==> config.mk <==
export PLATFORM = sky130hd
export DESIGN_NAME = pcd_pin_change
export DESIGN_NICKNAME = d
export VERILOG_FILES = /design/src/pcd_pkg.sv /design/src/pcd_pin_change.sv
export SDC_FILE = /design/constraint.sdc
export NUM_CORES = 1
export LEC_CHECK = 0
export ABC_AREA = 1
export ABC_CLOCK_PERIOD_IN_PS = 1300
export BUFFER_PORTS_ARGS = -buffer_cell sky130_fd_sc_hd__buf_2
export CELL_PAD_IN_SITES_DETAIL_PLACEMENT = 1
export CELL_PAD_IN_SITES_GLOBAL_PLACEMENT = 2
export CORE_ASPECT_RATIO = 1.5
export CORE_UTILIZATION = 28
export DETAILED_ROUTE_END_ITERATION = 16
export GPL_TIMING_DRIVEN = 0
export PLACE_DENSITY_LB_ADDON = 0.05
export SETUP_SLACK_MARGIN = 0.4
export SYNTH_ARGS = -nofsm -noshare
export SYNTH_HDL_FRONTEND = slang
export SYNTH_SLANG_ARGS = --single-unit
==> constraint.sdc <==
create_clock -name clk -period 1.3 [get_ports clk]
set_input_delay 0.26 -clock clk [delete_from_list [all_inputs] [get_ports clk]]
set_output_delay 0.26 -clock clk [all_outputs]
set_load 0.01 [all_outputs]
==> src/pcd_pkg.sv <==
// package with register map, field layout and types for pin change detect
package pcd_pkg;

  // register addresses
  localparam logic [3:0] ADDR_C_FLAGS = 4'h0;
  localparam logic [3:0] ADDR_C_RISE = 4'h1;
  localparam logic [3:0] ADDR_C_FALL = 4'h2;
  localparam logic [3:0] ADDR_E_RISE = 4'h3;
  localparam logic [3:0] ADDR_E_FLAGS = 4'h4;
  localparam logic [3:0] ADDR_CTRL = 4'h5;
  localparam logic [3:0] ADDR_IRQ_STAT = 4'h6;
  localparam logic [3:0] ADDR_IRQ_MASK = 4'h7;

  // field positions and reset values
  localparam int E_PIN = 3;
  localparam logic [7:0] E_MASK = 8'h08;
  localparam int CTRL_IRQ_EN = 0;
  localparam int CTRL_GLOBAL = 1;
  localparam logic [7:0] RESET_BYTE = 8'h00;
  localparam int ST_GLOBAL = 0;
  localparam int ST_RISE = 1;
  localparam int ST_FALL = 2;
  localparam logic [2:0] ST_MASK = 3'h7;

  // bus request bundle
  typedef struct packed {
    logic [3:0] addr;
    logic [7:0] wdata;
    logic wr;
    logic rd;
  } pcd_bus_t;

  // all block state
  typedef struct packed {
    logic [7:0] c_prev;
    logic [7:0] e_prev;
    logic [7:0] c_rise;
    logic [7:0] c_fall;
    logic [7:0] e_rise;
    logic [7:0] c_flags;
    logic [7:0] e_flags;
    logic irq_en;
    logic [2:0] irq_stat;
    logic [2:0] irq_mask;
    logic [7:0] rdata;
    logic global_flag;
    logic irq;
    logic change_irq;
  } pcd_state_t;

endpackage : pcd_pkg

==> src/pcd_pin_change.sv <==
// pin change detector with register port and interrupt
`timescale 1ns/1ps
`default_nettype none
module pcd_pin_change #(
  parameter int WIDTH = 8
) (
  // clock and reset
  input wire logic clk,
  input wire logic rst,
  // register port
  input wire pcd_pkg::pcd_bus_t bus,
  output logic [7:0] rdata,
  // pins
  input wire logic [WIDTH-1:0] third_port_pin,
  input wire logic [7:0] fifth_port_pin,
  // status out
  output logic global_change_flag,
  output logic change_irq,
  output logic irq
);

  pcd_pkg::pcd_state_t s_r;
  pcd_pkg::pcd_state_t s_nxt;

  // edge and flag update
  function automatic logic [7:0] upd(input logic [7:0] flags,
                                     input logic [7:0] prev,
                                     input logic [7:0] now,
                                     input logic [7:0] ren,
                                     input logic [7:0] fen);
    upd = flags | (ren & now & ~prev) | (fen & ~now & prev);
  endfunction : upd

  logic [7:0] c_pin;
  logic [7:0] c_rise_ev;
  logic [7:0] c_fall_ev;
  logic [7:0] e_rise_ev;
  logic wr_cf;
  logic wr_ef;

  assign c_pin = 8'(third_port_pin);
  assign c_rise_ev = s_r.c_rise & c_pin & ~s_r.c_prev;
  assign c_fall_ev = s_r.c_fall & ~c_pin & s_r.c_prev;
  assign e_rise_ev = s_r.e_rise & fifth_port_pin & ~s_r.e_prev;
  assign wr_cf = bus.wr && bus.addr == pcd_pkg::ADDR_C_FLAGS;
  assign wr_ef = bus.wr && bus.addr == pcd_pkg::ADDR_E_FLAGS;

  // next state: software writes first, hardware sets win afterwards
  always_comb begin
    logic [7:0] cf;
    logic [7:0] ef;
    logic [2:0] ev;
    cf = 8'h00;
    ef = 8'h00;
    ev = 3'h0;
    s_nxt = s_r;
    s_nxt.c_prev = c_pin;
    s_nxt.e_prev = fifth_port_pin;
    cf = wr_cf ? bus.wdata : s_r.c_flags;
    ef = wr_ef ? (bus.wdata & pcd_pkg::E_MASK) : s_r.e_flags;
    if (bus.wr) begin
      unique case (bus.addr)
        pcd_pkg::ADDR_C_RISE: s_nxt.c_rise = bus.wdata;
        pcd_pkg::ADDR_C_FALL: s_nxt.c_fall = bus.wdata;
        pcd_pkg::ADDR_E_RISE: s_nxt.e_rise = bus.wdata & pcd_pkg::E_MASK;
        pcd_pkg::ADDR_CTRL: s_nxt.irq_en = bus.wdata[pcd_pkg::CTRL_IRQ_EN];
        pcd_pkg::ADDR_IRQ_MASK: s_nxt.irq_mask = bus.wdata[2:0];
        default: ;
      endcase
    end
    // gated edges only; disabled direction never sets a flag
    s_nxt.c_flags = upd(cf, s_r.c_prev, c_pin, s_r.c_rise, s_r.c_fall);
    s_nxt.e_flags = upd(ef, s_r.e_prev, fifth_port_pin, s_r.e_rise,
                        8'h00);
    s_nxt.global_flag = |{s_nxt.c_flags, s_nxt.e_flags};
    s_nxt.change_irq = s_nxt.global_flag & s_nxt.irq_en;
    // sticky event bits, write one to clear, set wins
    ev[pcd_pkg::ST_GLOBAL] = |{c_rise_ev, c_fall_ev, e_rise_ev};
    ev[pcd_pkg::ST_RISE] = |{c_rise_ev, e_rise_ev};
    ev[pcd_pkg::ST_FALL] = |c_fall_ev;
    s_nxt.irq_stat = s_r.irq_stat;
    if (bus.wr && bus.addr == pcd_pkg::ADDR_IRQ_STAT) begin
      s_nxt.irq_stat = s_r.irq_stat & ~bus.wdata[2:0];
    end
    s_nxt.irq_stat = (s_nxt.irq_stat | ev) & pcd_pkg::ST_MASK;
    s_nxt.irq = |(s_nxt.irq_stat & s_nxt.irq_mask);
    // read data valid the cycle after the strobe only
    s_nxt.rdata = pcd_pkg::RESET_BYTE;
    if (bus.rd) begin
      unique case (bus.addr)
        pcd_pkg::ADDR_C_FLAGS: s_nxt.rdata = s_r.c_flags;
        pcd_pkg::ADDR_C_RISE: s_nxt.rdata = s_r.c_rise;
        pcd_pkg::ADDR_C_FALL: s_nxt.rdata = s_r.c_fall;
        pcd_pkg::ADDR_E_RISE: s_nxt.rdata = s_r.e_rise;
        pcd_pkg::ADDR_E_FLAGS: s_nxt.rdata = s_r.e_flags;
        pcd_pkg::ADDR_CTRL: s_nxt.rdata = {6'h00, s_r.global_flag,
                                           s_r.irq_en};
        pcd_pkg::ADDR_IRQ_STAT: s_nxt.rdata = {5'h00, s_r.irq_stat};
        pcd_pkg::ADDR_IRQ_MASK: s_nxt.rdata = {5'h00, s_r.irq_mask};
        default: s_nxt.rdata = pcd_pkg::RESET_BYTE;
      endcase
    end
  end

  // single state register; reset loads constants only
  always_ff @(posedge clk) begin
    if (rst) begin
      s_r <= '0;
    end else begin
      s_r <= s_nxt;
    end
  end

  assign rdata = s_r.rdata;
  assign global_change_flag = s_r.global_flag;
  assign change_irq = s_r.change_irq;
  assign irq = s_r.irq;

  // checks
  chk_rise_sets_flag: assert property (@(posedge clk) disable iff (rst)
    (s_r.c_rise[0] && !s_r.c_prev[0] && c_pin[0])
      |=> s_r.c_flags[0])
    else $error("enabled rise did not set flag");
  chk_fall_sets_flag: assert property (@(posedge clk) disable iff (rst)
    (s_r.c_fall[1] && s_r.c_prev[1] && !c_pin[1])
      |=> s_r.c_flags[1])
    else $error("enabled fall did not set flag");
  chk_flag_sticky: assert property (@(posedge clk) disable iff (rst)
    (s_r.c_flags[2] && !wr_cf) |=> s_r.c_flags[2])
    else $error("flag dropped without write");
  chk_flag_reset: assert property (@(posedge clk)
    rst |=> (s_r.c_flags == 8'h00 && s_r.e_flags == 8'h00))
    else $error("flags not cleared by reset");
  // global flag registers on the same edge as the pin flag it summarises
  chk_e_rise_global: assert property (@(posedge clk) disable iff (rst)
    (s_r.e_rise[3] && !s_r.e_prev[3] && fifth_port_pin[3])
      |=> (s_r.e_flags[3] && global_change_flag))
    else $error("fifth port rise not flagged");
  // a software write of a one is legal, so it is kept out of the antecedent
  chk_disabled_edge: assert property (@(posedge clk) disable iff (rst)
    (!s_r.c_rise[4] && !s_r.c_fall[4] && !s_r.c_flags[4] && !wr_cf)
      |=> !s_r.c_flags[4])
    else $error("disabled pin set its flag");
  chk_fall_ignored: assert property (@(posedge clk) disable iff (rst)
    (!s_r.c_fall[5] && !s_r.c_flags[5] && !wr_cf && s_r.c_prev[5] &&
     !c_pin[5]) |=> !s_r.c_flags[5])
    else $error("fall with fall detection off set flag");
  chk_e_disabled: assert property (@(posedge clk) disable iff (rst)
    (!s_r.e_rise[3] && !s_r.e_flags[3] && !wr_ef)
      |=> !s_r.e_flags[3])
    else $error("disabled fifth port pin set its flag");
  chk_e_sticky: assert property (@(posedge clk) disable iff (rst)
    (s_r.e_flags[3] && !wr_ef) |=> s_r.e_flags[3])
    else $error("fifth port flag dropped without write");
  chk_e_flag_bits: assert property (@(posedge clk) disable iff (rst)
    (s_r.e_flags & ~pcd_pkg::E_MASK) == 8'h00)
    else $error("unimplemented fifth port flag set");
  chk_rise_status: assert property (@(posedge clk) disable iff (rst)
    (|c_rise_ev) |=> s_r.irq_stat[pcd_pkg::ST_RISE])
    else $error("rise event missing from status");
  chk_fall_status: assert property (@(posedge clk) disable iff (rst)
    (|c_fall_ev) |=> s_r.irq_stat[pcd_pkg::ST_FALL])
    else $error("fall event missing from status");
  // without a write in between, flags can only grow, so the summary holds
  chk_global_follow: assert property (@(posedge clk) disable iff (rst)
    ((s_r.c_flags != 8'h00 || s_r.e_flags != 8'h00) && !bus.wr)
      |=> global_change_flag)
    else $error("global flag missing");
  chk_e_rise_bits: assert property (@(posedge clk) disable iff (rst)
    (s_r.e_rise & ~pcd_pkg::E_MASK) == 8'h00)
    else $error("unimplemented enable bit set");
  chk_irq_follow: assert property (@(posedge clk) disable iff (rst)
    (s_r.c_flags != 8'h00 && s_r.irq_en && !bus.wr) |=> change_irq)
    else $error("change irq missing");
  cov_c_rise: cover property (@(posedge clk) disable iff (rst)
    |c_rise_ev);
  cov_c_fall: cover property (@(posedge clk) disable iff (rst)
    |c_fall_ev);
  cov_e_rise: cover property (@(posedge clk) disable iff (rst)
    |e_rise_ev ##2 change_irq);
  cov_irq_clear: cover property (@(posedge clk) disable iff (rst)
    irq ##1 (bus.wr && bus.addr == pcd_pkg::ADDR_IRQ_STAT) ##2 !irq);

endmodule : pcd_pin_change
`default_nettype wire

-- Word-level counts from Yosys, hierarchy flattened
Index checks and enable logic that the tools add are counted.
Widths: inputs -> output; s select.
- bits in registers: 67
- word-level logic and storage cells: 60
- bits of input ports: 32
- output and inout port bits: 11
- equal/unequal tests: 7
- reductions and logical operators: 13
- bitwise logic cells: 18
- multiplexer cells: 8
- operator list (operator ; count):
    $pmux 8 s8 ; 1
    $and 8x8->8 ; 5
    $reduce_or 16->1 ; 2
    $not 8->8 ; 3
    $or 8x8->8 ; 3
    $reduce_or 24->1 ; 1
    $eq 4x3->1 const B ; 4
    $mux 8 ; 2
    $mux 3 ; 3
    $and 4x8->8 ; 1
    $eq 4x2->1 const B ; 2
    $reduce_or 8->1 ; 1
    $and 3x3->3 ; 2
    $reduce_and 2->1 ; 3
    $eq 4x1->1 const B ; 1
    $logic_not 4->1 ; 1
    $logic_and 1x1->1 ; 3
    $not 3->3 ; 1
    $or 3x3->3 ; 1
    $reduce_or 3->1 ; 1
    $mux 1 ; 2
    $reduce_or 2->1 ; 1
    $and 1x1->1 ; 1
    $not 1->1 ; 1

-- Longest topological paths before layout
Gate-level depths: netlist of run 1.
- depth after elaboration: 7
- depth in mapped cells: 10

-- Worst setup path before layout of run 1
No wires, ideal clock.
- path kind: input to register
- start point: input bus[12] in the netlist's numbering
- end point: register s_r (netlist bit global_change_flag)
- arrival time: 1.158 ns
- buffers on the path: 1
- setup slack: 0.010 ns
- required time: 1.168 ns
- stages: 9
- setup time: 0.132 ns
- path through: nor2_2 > nand3_2 > buf_6 > nand2_2 > nand2_1 > nor2_1 > nand3_1 > nor2_2 > a21oi_1
- cells in the longest elaborated chain, start to end: 6
- elaborated cells on any way between the ends: 10
- those cells by class: 1 x eq/ne; 2 x mux; 3 x bitwise; 4 x reduce/logical
- ends and longest elaborated chain (what ; RTL line ; source):
    start: declaration ; pcd_pin_change.sv:11 ; input wire pcd_pkg::pcd_bus_t bus,
    $logic_not 4->1 ; pcd_pin_change.sv:45 ; assign wr_cf = bus.wr && bus.addr == pcd_pkg::ADDR_C_FLAGS;
    $logic_and 1x1->1 ; pcd_pin_change.sv:45 ;
    $mux 8 ; pcd_pin_change.sv:59 ; cf = wr_cf ? bus.wdata : s_r.c_flags;
    $or 8x8->8 (2 in a row) ; pcd_pin_change.sv:31 ; upd = flags | (ren & now & ~prev) | (fen & ~now & prev);
    $reduce_or 16->1 (*) ; pcd_pin_change.sv:75 ; s_nxt.global_flag = |{s_nxt.c_flags, s_nxt.e_flags};
    end signal: assignment ; pcd_pin_change.sv:110 ; s_r <= s_nxt;
    end: declaration ; pcd_pin_change.sv:22 ; pcd_pkg::pcd_state_t s_r;
Every way passes the cells marked *; elsewhere a longest branch is shown, timed or not.
A chain may end at the register's enable or synchronous reset.

-- Worst setup path after layout of run 1
- start point: register s_r[56] in the netlist's numbering
- end point: register s_r (netlist bit global_change_flag)
- cells in the longest elaborated chain, start to end: 5
- ends and longest elaborated chain (what ; RTL line):
    $and 8x8->8 (2 in a row) ; pcd_pin_change.sv:31
    $or 8x8->8 (2 in a row) ; pcd_pin_change.sv:31
    $reduce_or 16->1 ; pcd_pin_change.sv:75
Every way passes these cells.

==> results of run 1 <==
## final timing paths
check             depth (start not counted)                             to
setup / recovery                         10  global_change_flag$_SDFF_PP0_
hold / removal                            3             s_r[68]$_SDFF_PP0_
setup reg to reg                         10  global_change_flag$_SDFF_PP0_
hold reg to reg                           2           s_r[56]$_SDFFE_PP0P_
## per-layer routing
layer  global-route usage, %  up-vias
met4                    9.48        0
met3                    4.41       24
met1                    24.6     1427
met2                    40.4       41
met5                       0        -
li1                        -     1443
## worst reg2reg max path, stage by stage, from the launching register on
cell     delay [ns]
dfxtp_2        0.32
inv_2          0.05
nor2_1         0.03
nand2_1        0.07
buf_4          0.10
and2_4         0.14
nand3_4        0.07
nor2_2         0.10
nand2_1        0.07
nor2_2         0.15
a21oi_2        0.07
## timing repair
| action | CTS | global route |
|---|---|---|
| cloned | 4 | 1 |
| setup endpoints to repair | 62 | 57 |
| buffers inserted | 32 | 13 |
| resized for setup | 156 | 136 |
| pin swaps | 47 | 50 |
## registers in the layout, summed over array words and instances, names as in the netlist
signal,count
rdata,8
global_change_flag,1
irq,1
s_r,49
change_irq,1
## synthesized netlist by cell type, types with 2 or more instances
| cell type | count |
|---|---|
| nand3_1 | 31 |
| nand2_2 | 3 |
| a31oi_1 | 2 |
| nor2_2 | 2 |
| nand3_2 | 4 |
| nor3_1 | 5 |
| nand4_1 | 6 |
| nand3b_1 | 2 |
| buf_2 | 5 |
| dfxtp_1 | 60 |
| and2_1 | 4 |
| a21oi_1 | 28 |
| inv_1 | 50 |
| o22ai_1 | 2 |
| nand2_1 | 82 |
| a211oi_1 | 2 |
| buf_6 | 2 |
| nor2_1 | 49 |
| nor2_4 | 2 |
| o21ai_0 | 20 |
| buf_4 | 8 |
| clkbuf_1 | 4 |
| a41oi_1 | 4 |
| inv_2 | 2 |
## power groups by stage
stage | sequential (W) | combinational, W | clock [W]
final | 0.00192 | 0.000634 | 0.00220
after global routing | 0.00192 | 0.000678 | 0.00233
after CTS | 0.00191 | 0.000507 | 0.00225
after detailed placement | 0.00195 | 0.000347 | 0
after global placement | 0.00195 | 0.000341 | 0
after floorplan | 0.00195 | 0.000190 | 0
## metrics by stage
stage / hold slack, ns / TNS [ns] / setup WS (ns)
finish: 0.163 / 0 / 0.0101
floorplan: 0.338 / 0 / 0.105
global route: 0.165 / -0.213 / -0.139
detailed placement: 0.451 / -8.15 / -0.424
CTS: 0.150 / 0 / 0.00841
global placement: 0.445 / -8.19 / -0.410
## kinds of logic after synthesis
group / count (synthesis)
DFF: 60
and+or+nand+nor: 192
buffers and inverters: 72
AOI/OAI and AO/OA: 64
## area by class of cell
cell class / instances / area, um2
clock inverters: 5 / 27.5
well taps: 112 / 140
inverters: 52 / 231
repair buffers: 84 / 772
clock buffers: 11 / 243
flip-flops and latches: 60 / 1240
plain buffers: 20 / 223
multi-input cells: 257 / 1950
fillers: 1097 / 4540
## cell usage in the layout (no fill, tap or decap), types with 3 or more instances in the layout
master     Yosys  final
buf_4          8     31
dfxtp_2        0     27
nand4_1        6      6
o21ai_2        0     11
buf_12         0      5
o21ai_1        1      6
nand3_1       31     10
nand3_4        0      7
nor3_4         0      3
nor2_2         2     12
dfxtp_1       60     32
nor2_1        49     28
a21oi_2        1     15
clkbuf_16      0      9
a41oi_2        0      4
nand2_1       82     46
clkinv_2       0      4
buf_2          5     21
nand3_2        4     18
a21oi_1       28     13
nor2_4         2     13
and2_4         0      4
inv_2          2      9
buf_8          0     11
nand2_4        0     16
o21ai_0       20      4
nand2_8        0      4
a211oi_2       1      3
buf_6          2     33
nand2_2        3     20
inv_1         50     38
==> results.md, run 1 <==
* Outcome: finished, final reports clean
* Post-synthesis register bit count at 60
* CP max FO at 2
* Hold-fix buffer count after cts at 0
* Flop-to-flop setup slack at 0.01 ns
* Placeable Area at 0.00936 mm2
* Worst-margin pin slew at 0.378 ns
* Drt pass-1 iters at 4
* Peak VDD IR at around 0.66 mV
* Crit. Startpoint: s_r[56]$_SDFFE_PP0P_
* Die Span X at between 80 and 90 um
* Seq/Total Area, Yosys at 43.8%
* Worst EP arrival at approximately 1.5 ns
* Compound-Gate Fraction of Synth Area at 13.3%
* Worst Skew at 0.00614 ns
* Placement row count at 43
* Met1 wire length at 4590 um
* Min Tclk post-route at 1.29 ns
* Starting Density at 29.3%
* Post-synthesis mux area share at 0%
* DR WL met3 at 214 um
* Power Dens Cells at 987 mW/mm2
* Yosys top cell by area: dfxtp_1
* Placement Cell Area at about 0.0031 mm2
* Max Freq at 775 MHz
* Dpl hpwl at about 7100 um
* H-tree levels at 3
* Initial antenna violation count at 0
* Crit-path max cell delay at 0.32 ns
* CP Capture Type: flop
* DR vias/cell at 4.88
* Wire per inst at 18.6 um
* Clock power frac at 46.3%
* Lkg Pwr at 2.12 nW
* Placed Cells at around 540
* Final slew viol count at 0
* Final GP Congestion at 0.774
* Met2 wire length at 5990 um
* Via count at slightly below 3000
* CP bufs+invs at 2
* Worst-skew pair later-pin latency at 0.34 ns
* # diodes at 0
* Switching share of total power at 26.7%
* Grt ovf at 0
* Final core utilization at 51.5%
* Chip height at approximately 120 um
* Delay-heaviest family, CP: simple AND/OR/NAND/NOR gates
* Dominant synthesized flop cell: dfxtp_1
* Vias in the first global route at 3005
* Max-capacitance violation count at 0
* Cell variety after synth at 33
* WL final at 11200 um
* Slew margin rel. at 74.5%
* First-pass GRT wire length at 16500 um
* RSZ-0062 raised after global routing: yes
* Async SR Flop Fraction at 0%
* Final period util at 99.2%
* Combinational share of power at 13.3%
* Critical Path RT at 1.52 ns
* Syn_area_per_cell at between 7 and 8 um2
* Warnings, synthesis at 0
* Overall Global Routing Usage at 22.0%
* Design area at 0.00482 mm2
* Post-synth EDFFs at 0
* 1st-iter DRT viols at 69
* Synth Net Count at between 400 and 500
* Mapped Area at 0.00274 mm2
* Post-Synthesis Cells at 388
* Post-synthesis xor/xnor area fraction at 0%
* NumNets Final at 516
* Num CTS Buffers at 9
* Post-route DRC at 0
* Fin cells at roughly 600
* Slowest CP cell: dfxtp_2
* CTS tree: built
* Top layer in use: met4
* CP Launch Type: flop
* Main combinational cell family by area after synthesis: simple AND/OR/NAND/NOR gates
* Die Area at 0.0102 mm2
* Post-Synth Adder-Cell Area at 0%
* IO Count at 43
* Hold Crit Class: input pin to flop
* Post-Synth Simple-Gate Area at 31.2%
* Fin. Hold Viols at 0
* Clock sinks at 60
* Critical R2R Launch: s_r[56]$_SDFFE_PP0P_
* Worst-path cell chain: inv_2 -> nor2_1 -> nand2_1 -> buf_4 -> and2_4 -> nand3_4 -> nor2_2 -> nand2_1 -> nor2_2 -> a21oi_2
* Internal Power at 0.00349 W
* CTS clk-pin slew, worst paths at 0.05 ns
* Clk buf depth at 2
* Worst hold start: third_port_pin[2]
* Share of layout cells above drive strength 1 at 60.5%
* Crit path kind: flop to flop
* Switch Pwr at 0.00127 W
* Seq pwr share at 40.4%
* Synth area leaders: dfxtp_1 (44%), nand2_1 (11%), inv_1 (6.8%), nor2_1 (6.7%), nand3_1 (5.7%)
* Area growth syn-to-layout at 75.7%
* Final setup fails at 0
* Post-route ant nets at 0
* Root Driver: clkbuf_16
* # port buffers at 35
* Design Power at 0.00476 W
* Synth top area share at 43.8%
* Pin count of the biggest net entering global routing at 11
Power figures use the tool's default switching activity.
==> run 2: changes to the inputs <==
--- a/config.mk
+++ b/config.mk
@@ -10,11 +10,11 @@
 export BUFFER_PORTS_ARGS = -buffer_cell sky130_fd_sc_hd__buf_2
 export CELL_PAD_IN_SITES_DETAIL_PLACEMENT = 1
 export CELL_PAD_IN_SITES_GLOBAL_PLACEMENT = 2
-export CORE_ASPECT_RATIO = 1.5
 export CORE_UTILIZATION = 28
+export CTS_CLUSTER_DIAMETER = 50
 export DETAILED_ROUTE_END_ITERATION = 16
 export GPL_TIMING_DRIVEN = 0
-export PLACE_DENSITY_LB_ADDON = 0.05
+export PLACE_DENSITY = 0.72
 export SETUP_SLACK_MARGIN = 0.4
 export SYNTH_ARGS = -nofsm -noshare
 export SYNTH_HDL_FRONTEND = slang
==> results.md, run 2 (synthesis results as in run 1) <==
* Outcome: complete, but fails checks
* Violated checks: negative setup slack
* Worst-skew pair later-pin latency at 0.35 ns
* Post-route ant nets at 0
* Biggest register: s_r
* Placement row count at 35
* RSZ-0062 raised after global routing: yes
* NumNets Final at 515
* Slew margin rel. at 61.7%
* DR vias/cell at between 4 and 5
* Worst-margin pin slew at 0.574 ns
* Chip height at 101 um
* Most common cell after layout, fill and taps aside: nand2_1
* Critical Path RT at approximately 1.5 ns
* CTS clk-pin slew, worst paths at approximately 0.080 ns
* Fin Setup TNS at -0.216 ns
* Die Span X at ~100 um
* Worst EP arrival at 1.66 ns
* Dpl hpwl at ~6900 um
* Min Tclk post-route at 1.42 ns
* Hold-fix buffer count after cts at 0
* Final slew viol count at 0
* Die Area at 0.0102 mm2
* 1st-iter DRT viols at 130
* Peak VDD IR at 0.524 mV
* Via count at around 3000
* Hold Crit Class: input pin to flop
* Post-route DRC at 0
* Placed Cells at roughly 550
* Grt ovf at 0
* # port buffers at 35
* IO Count at 43
* Starting Density at 29.3%
* Overall Global Routing Usage at 22.6%
* Lkg Pwr at 2.08 nW
* Area growth syn-to-layout at 76.8%
* Most frequent cells in the layout: nand2_1 (42), buf_6 (40), inv_1 (37), dfxtp_1 (33), nor2_1 (31)
* # diodes at 0
* Wire per inst at 19.2 um
* Clk buf depth at 2
* Pin count of the biggest net entering global routing at 13
* Design Power at 0.00439 W
* Clock sinks at 60
* Power Dens Cells at 904 mW/mm2
* H-tree levels at 3
* Fin. Hold Viols at 0
* Final GP Congestion at 0.811
* Crit path kind: flop to flop
* Max-capacitance violation count at 0
* CP Launch Type: flop
* First-pass GRT wire length at 16400 um
* Root Driver: clkbuf_8
* Initial antenna violation count at 0
* Setup ws final at -0.120 ns
* Placeable Area at 0.00937 mm2
* CP max FO at 4
* WL final at between 10000 and 15000 um
* CTS tree: built
* Num CTS Buffers at 9
* CP Capture Type: flop
* Vias in the first global route at 3049
* Max Freq at about 700 MHz
* Drt pass-1 iters at 4
* Final period util at 109%
* Final core utilization at approximately half
* Final setup fails at 4
* Max reg flops at 49
* Worst Skew at 0.00638 ns
* Share of layout cells above drive strength 1 at 59.4%
* Fin cells at slightly above 600
run 2: layout make-up:
type	instances	area, um2
well taps	129	161
multi-input cells	257	1920
fillers	1109	4520
inverters	52	244
flip-flops and latches	60	1240
repair buffers	83	855
clock buffers	9	124
plain buffers	20	228
clock inverters	7	75.1
run 2: worst max-delay path, cell delays in order (launching register included):
cell and delay (ns):
dfxtp_2 0.33, inv_2 0.05, nor2_1 0.03, nand2_1 0.08, nand4_1 0.22, nor3_4 0.32
nand2_1 0.12, nand2_1 0.09, nand3_1 0.06
run 2: per-stage QoR:
stage	hold slack (ns)	worst slack (ns)	instance area, um2
3_3_place_gp	0.447	-0.479	3140
5_1_grt	0.136	-0.205	4850
6_report	0.135	-0.120	4850
3_5_place_dp	0.452	-0.466	3140
2_1_floorplan	0.338	0.105	2810
4_1_cts	0.129	-0.00670	4300
run 2: worst paths after layout:
kind	start	endpoint	slack, ns	cells past startpoint
hold reg to reg	s_r[50]$_SDFFE_PP0P_	s_r[50]$_SDFFE_PP0P_	0.47	2
setup / recovery	s_r[56]$_SDFFE_PP0P_	irq$_SDFF_PP0_	-0.12	8
hold / removal	fifth_port_pin[3]	s_r[61]$_SDFF_PP0_	0.13	3
setup reg to reg	s_r[56]$_SDFFE_PP0P_	irq$_SDFF_PP0_	-0.12	8
run 2: where the power goes:
part / total (W) / internal (W) / switching [W] / leakage (nW)
clock: 0.00180 / 0.000895 / 0.000901 / 0.0923
sequential: 0.00192 / 0.00188 / 0.0000357 / 0.500
combinational: 0.000672 / 0.000292 / 0.000380 / 1.49
run 2: metal layers:
| metal | part of all wire [%] | wire, um | vias to the layer above | global-route usage (%) |
|---|---|---|---|---|
| li1 | - | - | 1445 | - |
| met1 | 43 | 5070 | 1517 | 27.8 |
| met2 | 52 | 6110 | 59 | 39.1 |
| met3 | 3.2 | 373 | 15 | 4.79 |
| met4 | 2.3 | 276 | 0 | 7.36 |
| met5 | 0 | 0 | - | 0 |
run 2: what timing repair did:
action	CTS	global route
endpoints found under the setup margin	60	57
setup buffers	31	14
cloned	3	1
resized for setup	183	116
pin swaps	54	44
==> run 3: changes to the inputs <==
--- a/config.mk
+++ b/config.mk
@@ -6,15 +6,15 @@
 export NUM_CORES = 1
 export LEC_CHECK = 0
 export ABC_AREA = 1
-export ABC_CLOCK_PERIOD_IN_PS = 1300
+export ABC_CLOCK_PERIOD_IN_PS = 1430
 export BUFFER_PORTS_ARGS = -buffer_cell sky130_fd_sc_hd__buf_2
 export CELL_PAD_IN_SITES_DETAIL_PLACEMENT = 1
 export CELL_PAD_IN_SITES_GLOBAL_PLACEMENT = 2
-export CORE_UTILIZATION = 28
+export CORE_UTILIZATION = 30
 export CTS_CLUSTER_DIAMETER = 50
 export DETAILED_ROUTE_END_ITERATION = 16
 export GPL_TIMING_DRIVEN = 0
-export PLACE_DENSITY = 0.72
+export PLACE_DENSITY = 0.73
 export SETUP_SLACK_MARGIN = 0.4
 export SYNTH_ARGS = -nofsm -noshare
 export SYNTH_HDL_FRONTEND = slang
==> constraint.sdc (replaced) <==
create_clock -name clk -period 1.43 [get_ports clk]
set_input_delay 0.286 -clock clk [delete_from_list [all_inputs] [get_ports clk]]
set_output_delay 0.286 -clock clk [all_outputs]
set_load 0.01 [all_outputs]
==> results.md, run 3 (synthesis results as in run 1) <==
* NumNets Final at 506
* Num CTS Buffers at 9
* IO Count at 43
* Max Freq at roughly 770 MHz
* Post-route ant nets at 0
* Via count at 2880
* Root Driver: clkbuf_8
* Hold depth at 3
* WL final at 10500 um
* CTS clk-pin slew, worst paths at ~0.07 ns
* Chip height at between 90 and 100 um
* Final setup fails at 0
* Worst Skew at 0.00635 ns
* Design area at 0.00432 mm2
* Worst hold slack at between 0.15 and 0.2 ns
* Max-capacitance violation count at 0
* 1st-iter DRT viols at 145
* First-pass GRT wire length at 15700 um
* Outcome: complete, but fails checks
* CTS tree: built
* Fin cells at 587
* Register area at 0.00123 mm2
* Placed Cells at approximately 530
* Critical R2R Launch: s_r[57]$_SDFFE_PP0P_
* Die Area at 0.00953 mm2
* Worst-skew pair later-pin latency at ~0.35 ns
* Pin count of the biggest net entering global routing at 12
* Power Dens Cells at 874 mW/mm2
* Multi-input logic area at 0.00164 mm2
* Starting Density at 31.2%
* Vias in the first global route at 2892
* Max reg flops at slightly below 50
* Placeable Area at a little under 0.009 mm2
* Drt pass-1 iters at 10
* Placement Cell Area at 0.00309 mm2
* Crit. Startpoint: bus[1]
* Final period util at approximately nine tenths
* Initial antenna violation count at 0
* Peak VDD IR at between 0.5 and 0.6 mV
* Critical Path RT at 1.66 ns
* Most frequent cells in the layout: nand2_1 (57), inv_1 (43), buf_6 (38), dfxtp_1 (38), nor2_1 (31)
* Dpl hpwl at 6780 um
* Overall Global Routing Usage at between 20 and 25%
* CP Launch Type: input pin
* Placement row count at 34
* Fin. Hold Viols at 0
* Hold-fix buffer count after cts at 0
* Clk buf depth at 2
* Lkg Pwr at 1.89 nW
* Final slew viol count at 0
* Hold Crit Class: input pin to flop
* H-tree levels at 3
* Wire per inst at 17.9 um
* Share of layout cells above drive strength 1 at between 40% and 50%
* Area growth syn-to-layout at 57.5%
* Min Tclk post-route at 1.31 ns
* RSZ-0062 raised after global routing: yes
* Most common cell after layout, fill and taps aside: nand2_1
* Cell count of the worst reg-to-reg path at 7
* Final GP Congestion at 0.817
* Worst EP arrival at 1.53 ns
* Biggest register: s_r
* # diodes at 0
* Fin Setup TNS at 0 ns
* CP max FO at 11
* Crit path kind: input pin to flop
* Worst-margin pin slew at 0.487 ns
* CP Capture Type: flop
* Fill cells at about 1000
* # port buffers at 35
* Slew margin rel. at about two thirds
* Violated checks: design-rule violations
* Die Span X at 97.6 um
* Post-route DRC at 7
* Worst hold start: fifth_port_pin[3]
* Grt ovf at 0
* Clock sinks at 60
* DR vias/cell at 4.91
-- run 3: changes by cell type in the layout (fill, tap and decap cells not counted), sizes merged --
cell	before	now
buf	100	89
clkbuf	12	14
clkinv	3	4
inv	51	50
-- run 3: routing by layer --
metal	track usage, %	vias to the layer above	share of wire, %
li1	-	1425	-
met1	28.5	1388	48
met2	37.0	53	47
met3	5.11	14	3.0
met4	5.01	0	1.7
met5	0	-	0
-- run 3: cell type report --
cell class	instances	share of cell area, %
clock buffer	9	2.87
sequential	60	28.5
tap	108	3.13
multi-input combinational	257	37.9
inverter	52	5.36
clock inverter	7	1.56
buffer	20	4.58
timing repair buffer	74	16.1
-- run 3: per-stage QoR --
| step | total power, W | utilization, % | setup slack (ns) |
|---|---|---|---|
| after global placement | 0.00208 | 35.1 | -0.415 |
| after global routing | 0.00392 | 49.1 | 0.0270 |
| after detailed placement | 0.00208 | 35.1 | -0.438 |
| after floorplan | 0.00193 | - | 0.202 |
| after CTS | 0.00369 | 42.7 | 0.137 |
| final | 0.00378 | 49.1 | 0.125 |
-- run 3: worst max-delay path, cell delays in order --
cell     delay [ns]
buf_2          0.12
buf_6          0.21
nand3_2        0.14
buf_6          0.15
o21ai_1        0.10
nand2_1        0.12
nor2_2         0.14
nand2_2        0.07
nor2_4         0.11
a21oi_1        0.07
-- run 3: path summary, 6_finish.rpt --
check	end	slack (ns)
worst min-delay path	s_r[61]$_SDFF_PP0_	0.16
worst max-delay path	global_change_flag$_SDFF_PP0_	0.12
worst max register to register	irq$_SDFF_PP0_	0.16
worst min register to register	s_r[22]$_SDFF_PP0_	0.47
-- run 3: power by group --
| part | total, W | leakage [nW] | internal [W] | switching (W) |
|---|---|---|---|---|
| registers | 0.00174 | 0.498 | 0.00171 | 0.0000269 |
| clock network | 0.00154 | 0.0910 | 0.000794 | 0.000742 |
| logic | 0.000500 | 1.30 | 0.000207 | 0.000293 |
-- run 3: timing repair --
action	4_1_cts	5_1_grt
buffers inserted	18	18
pin swaps	21	33
gates cloned	2	2
resized for setup	79	127
setup endpoints to repair	60	55
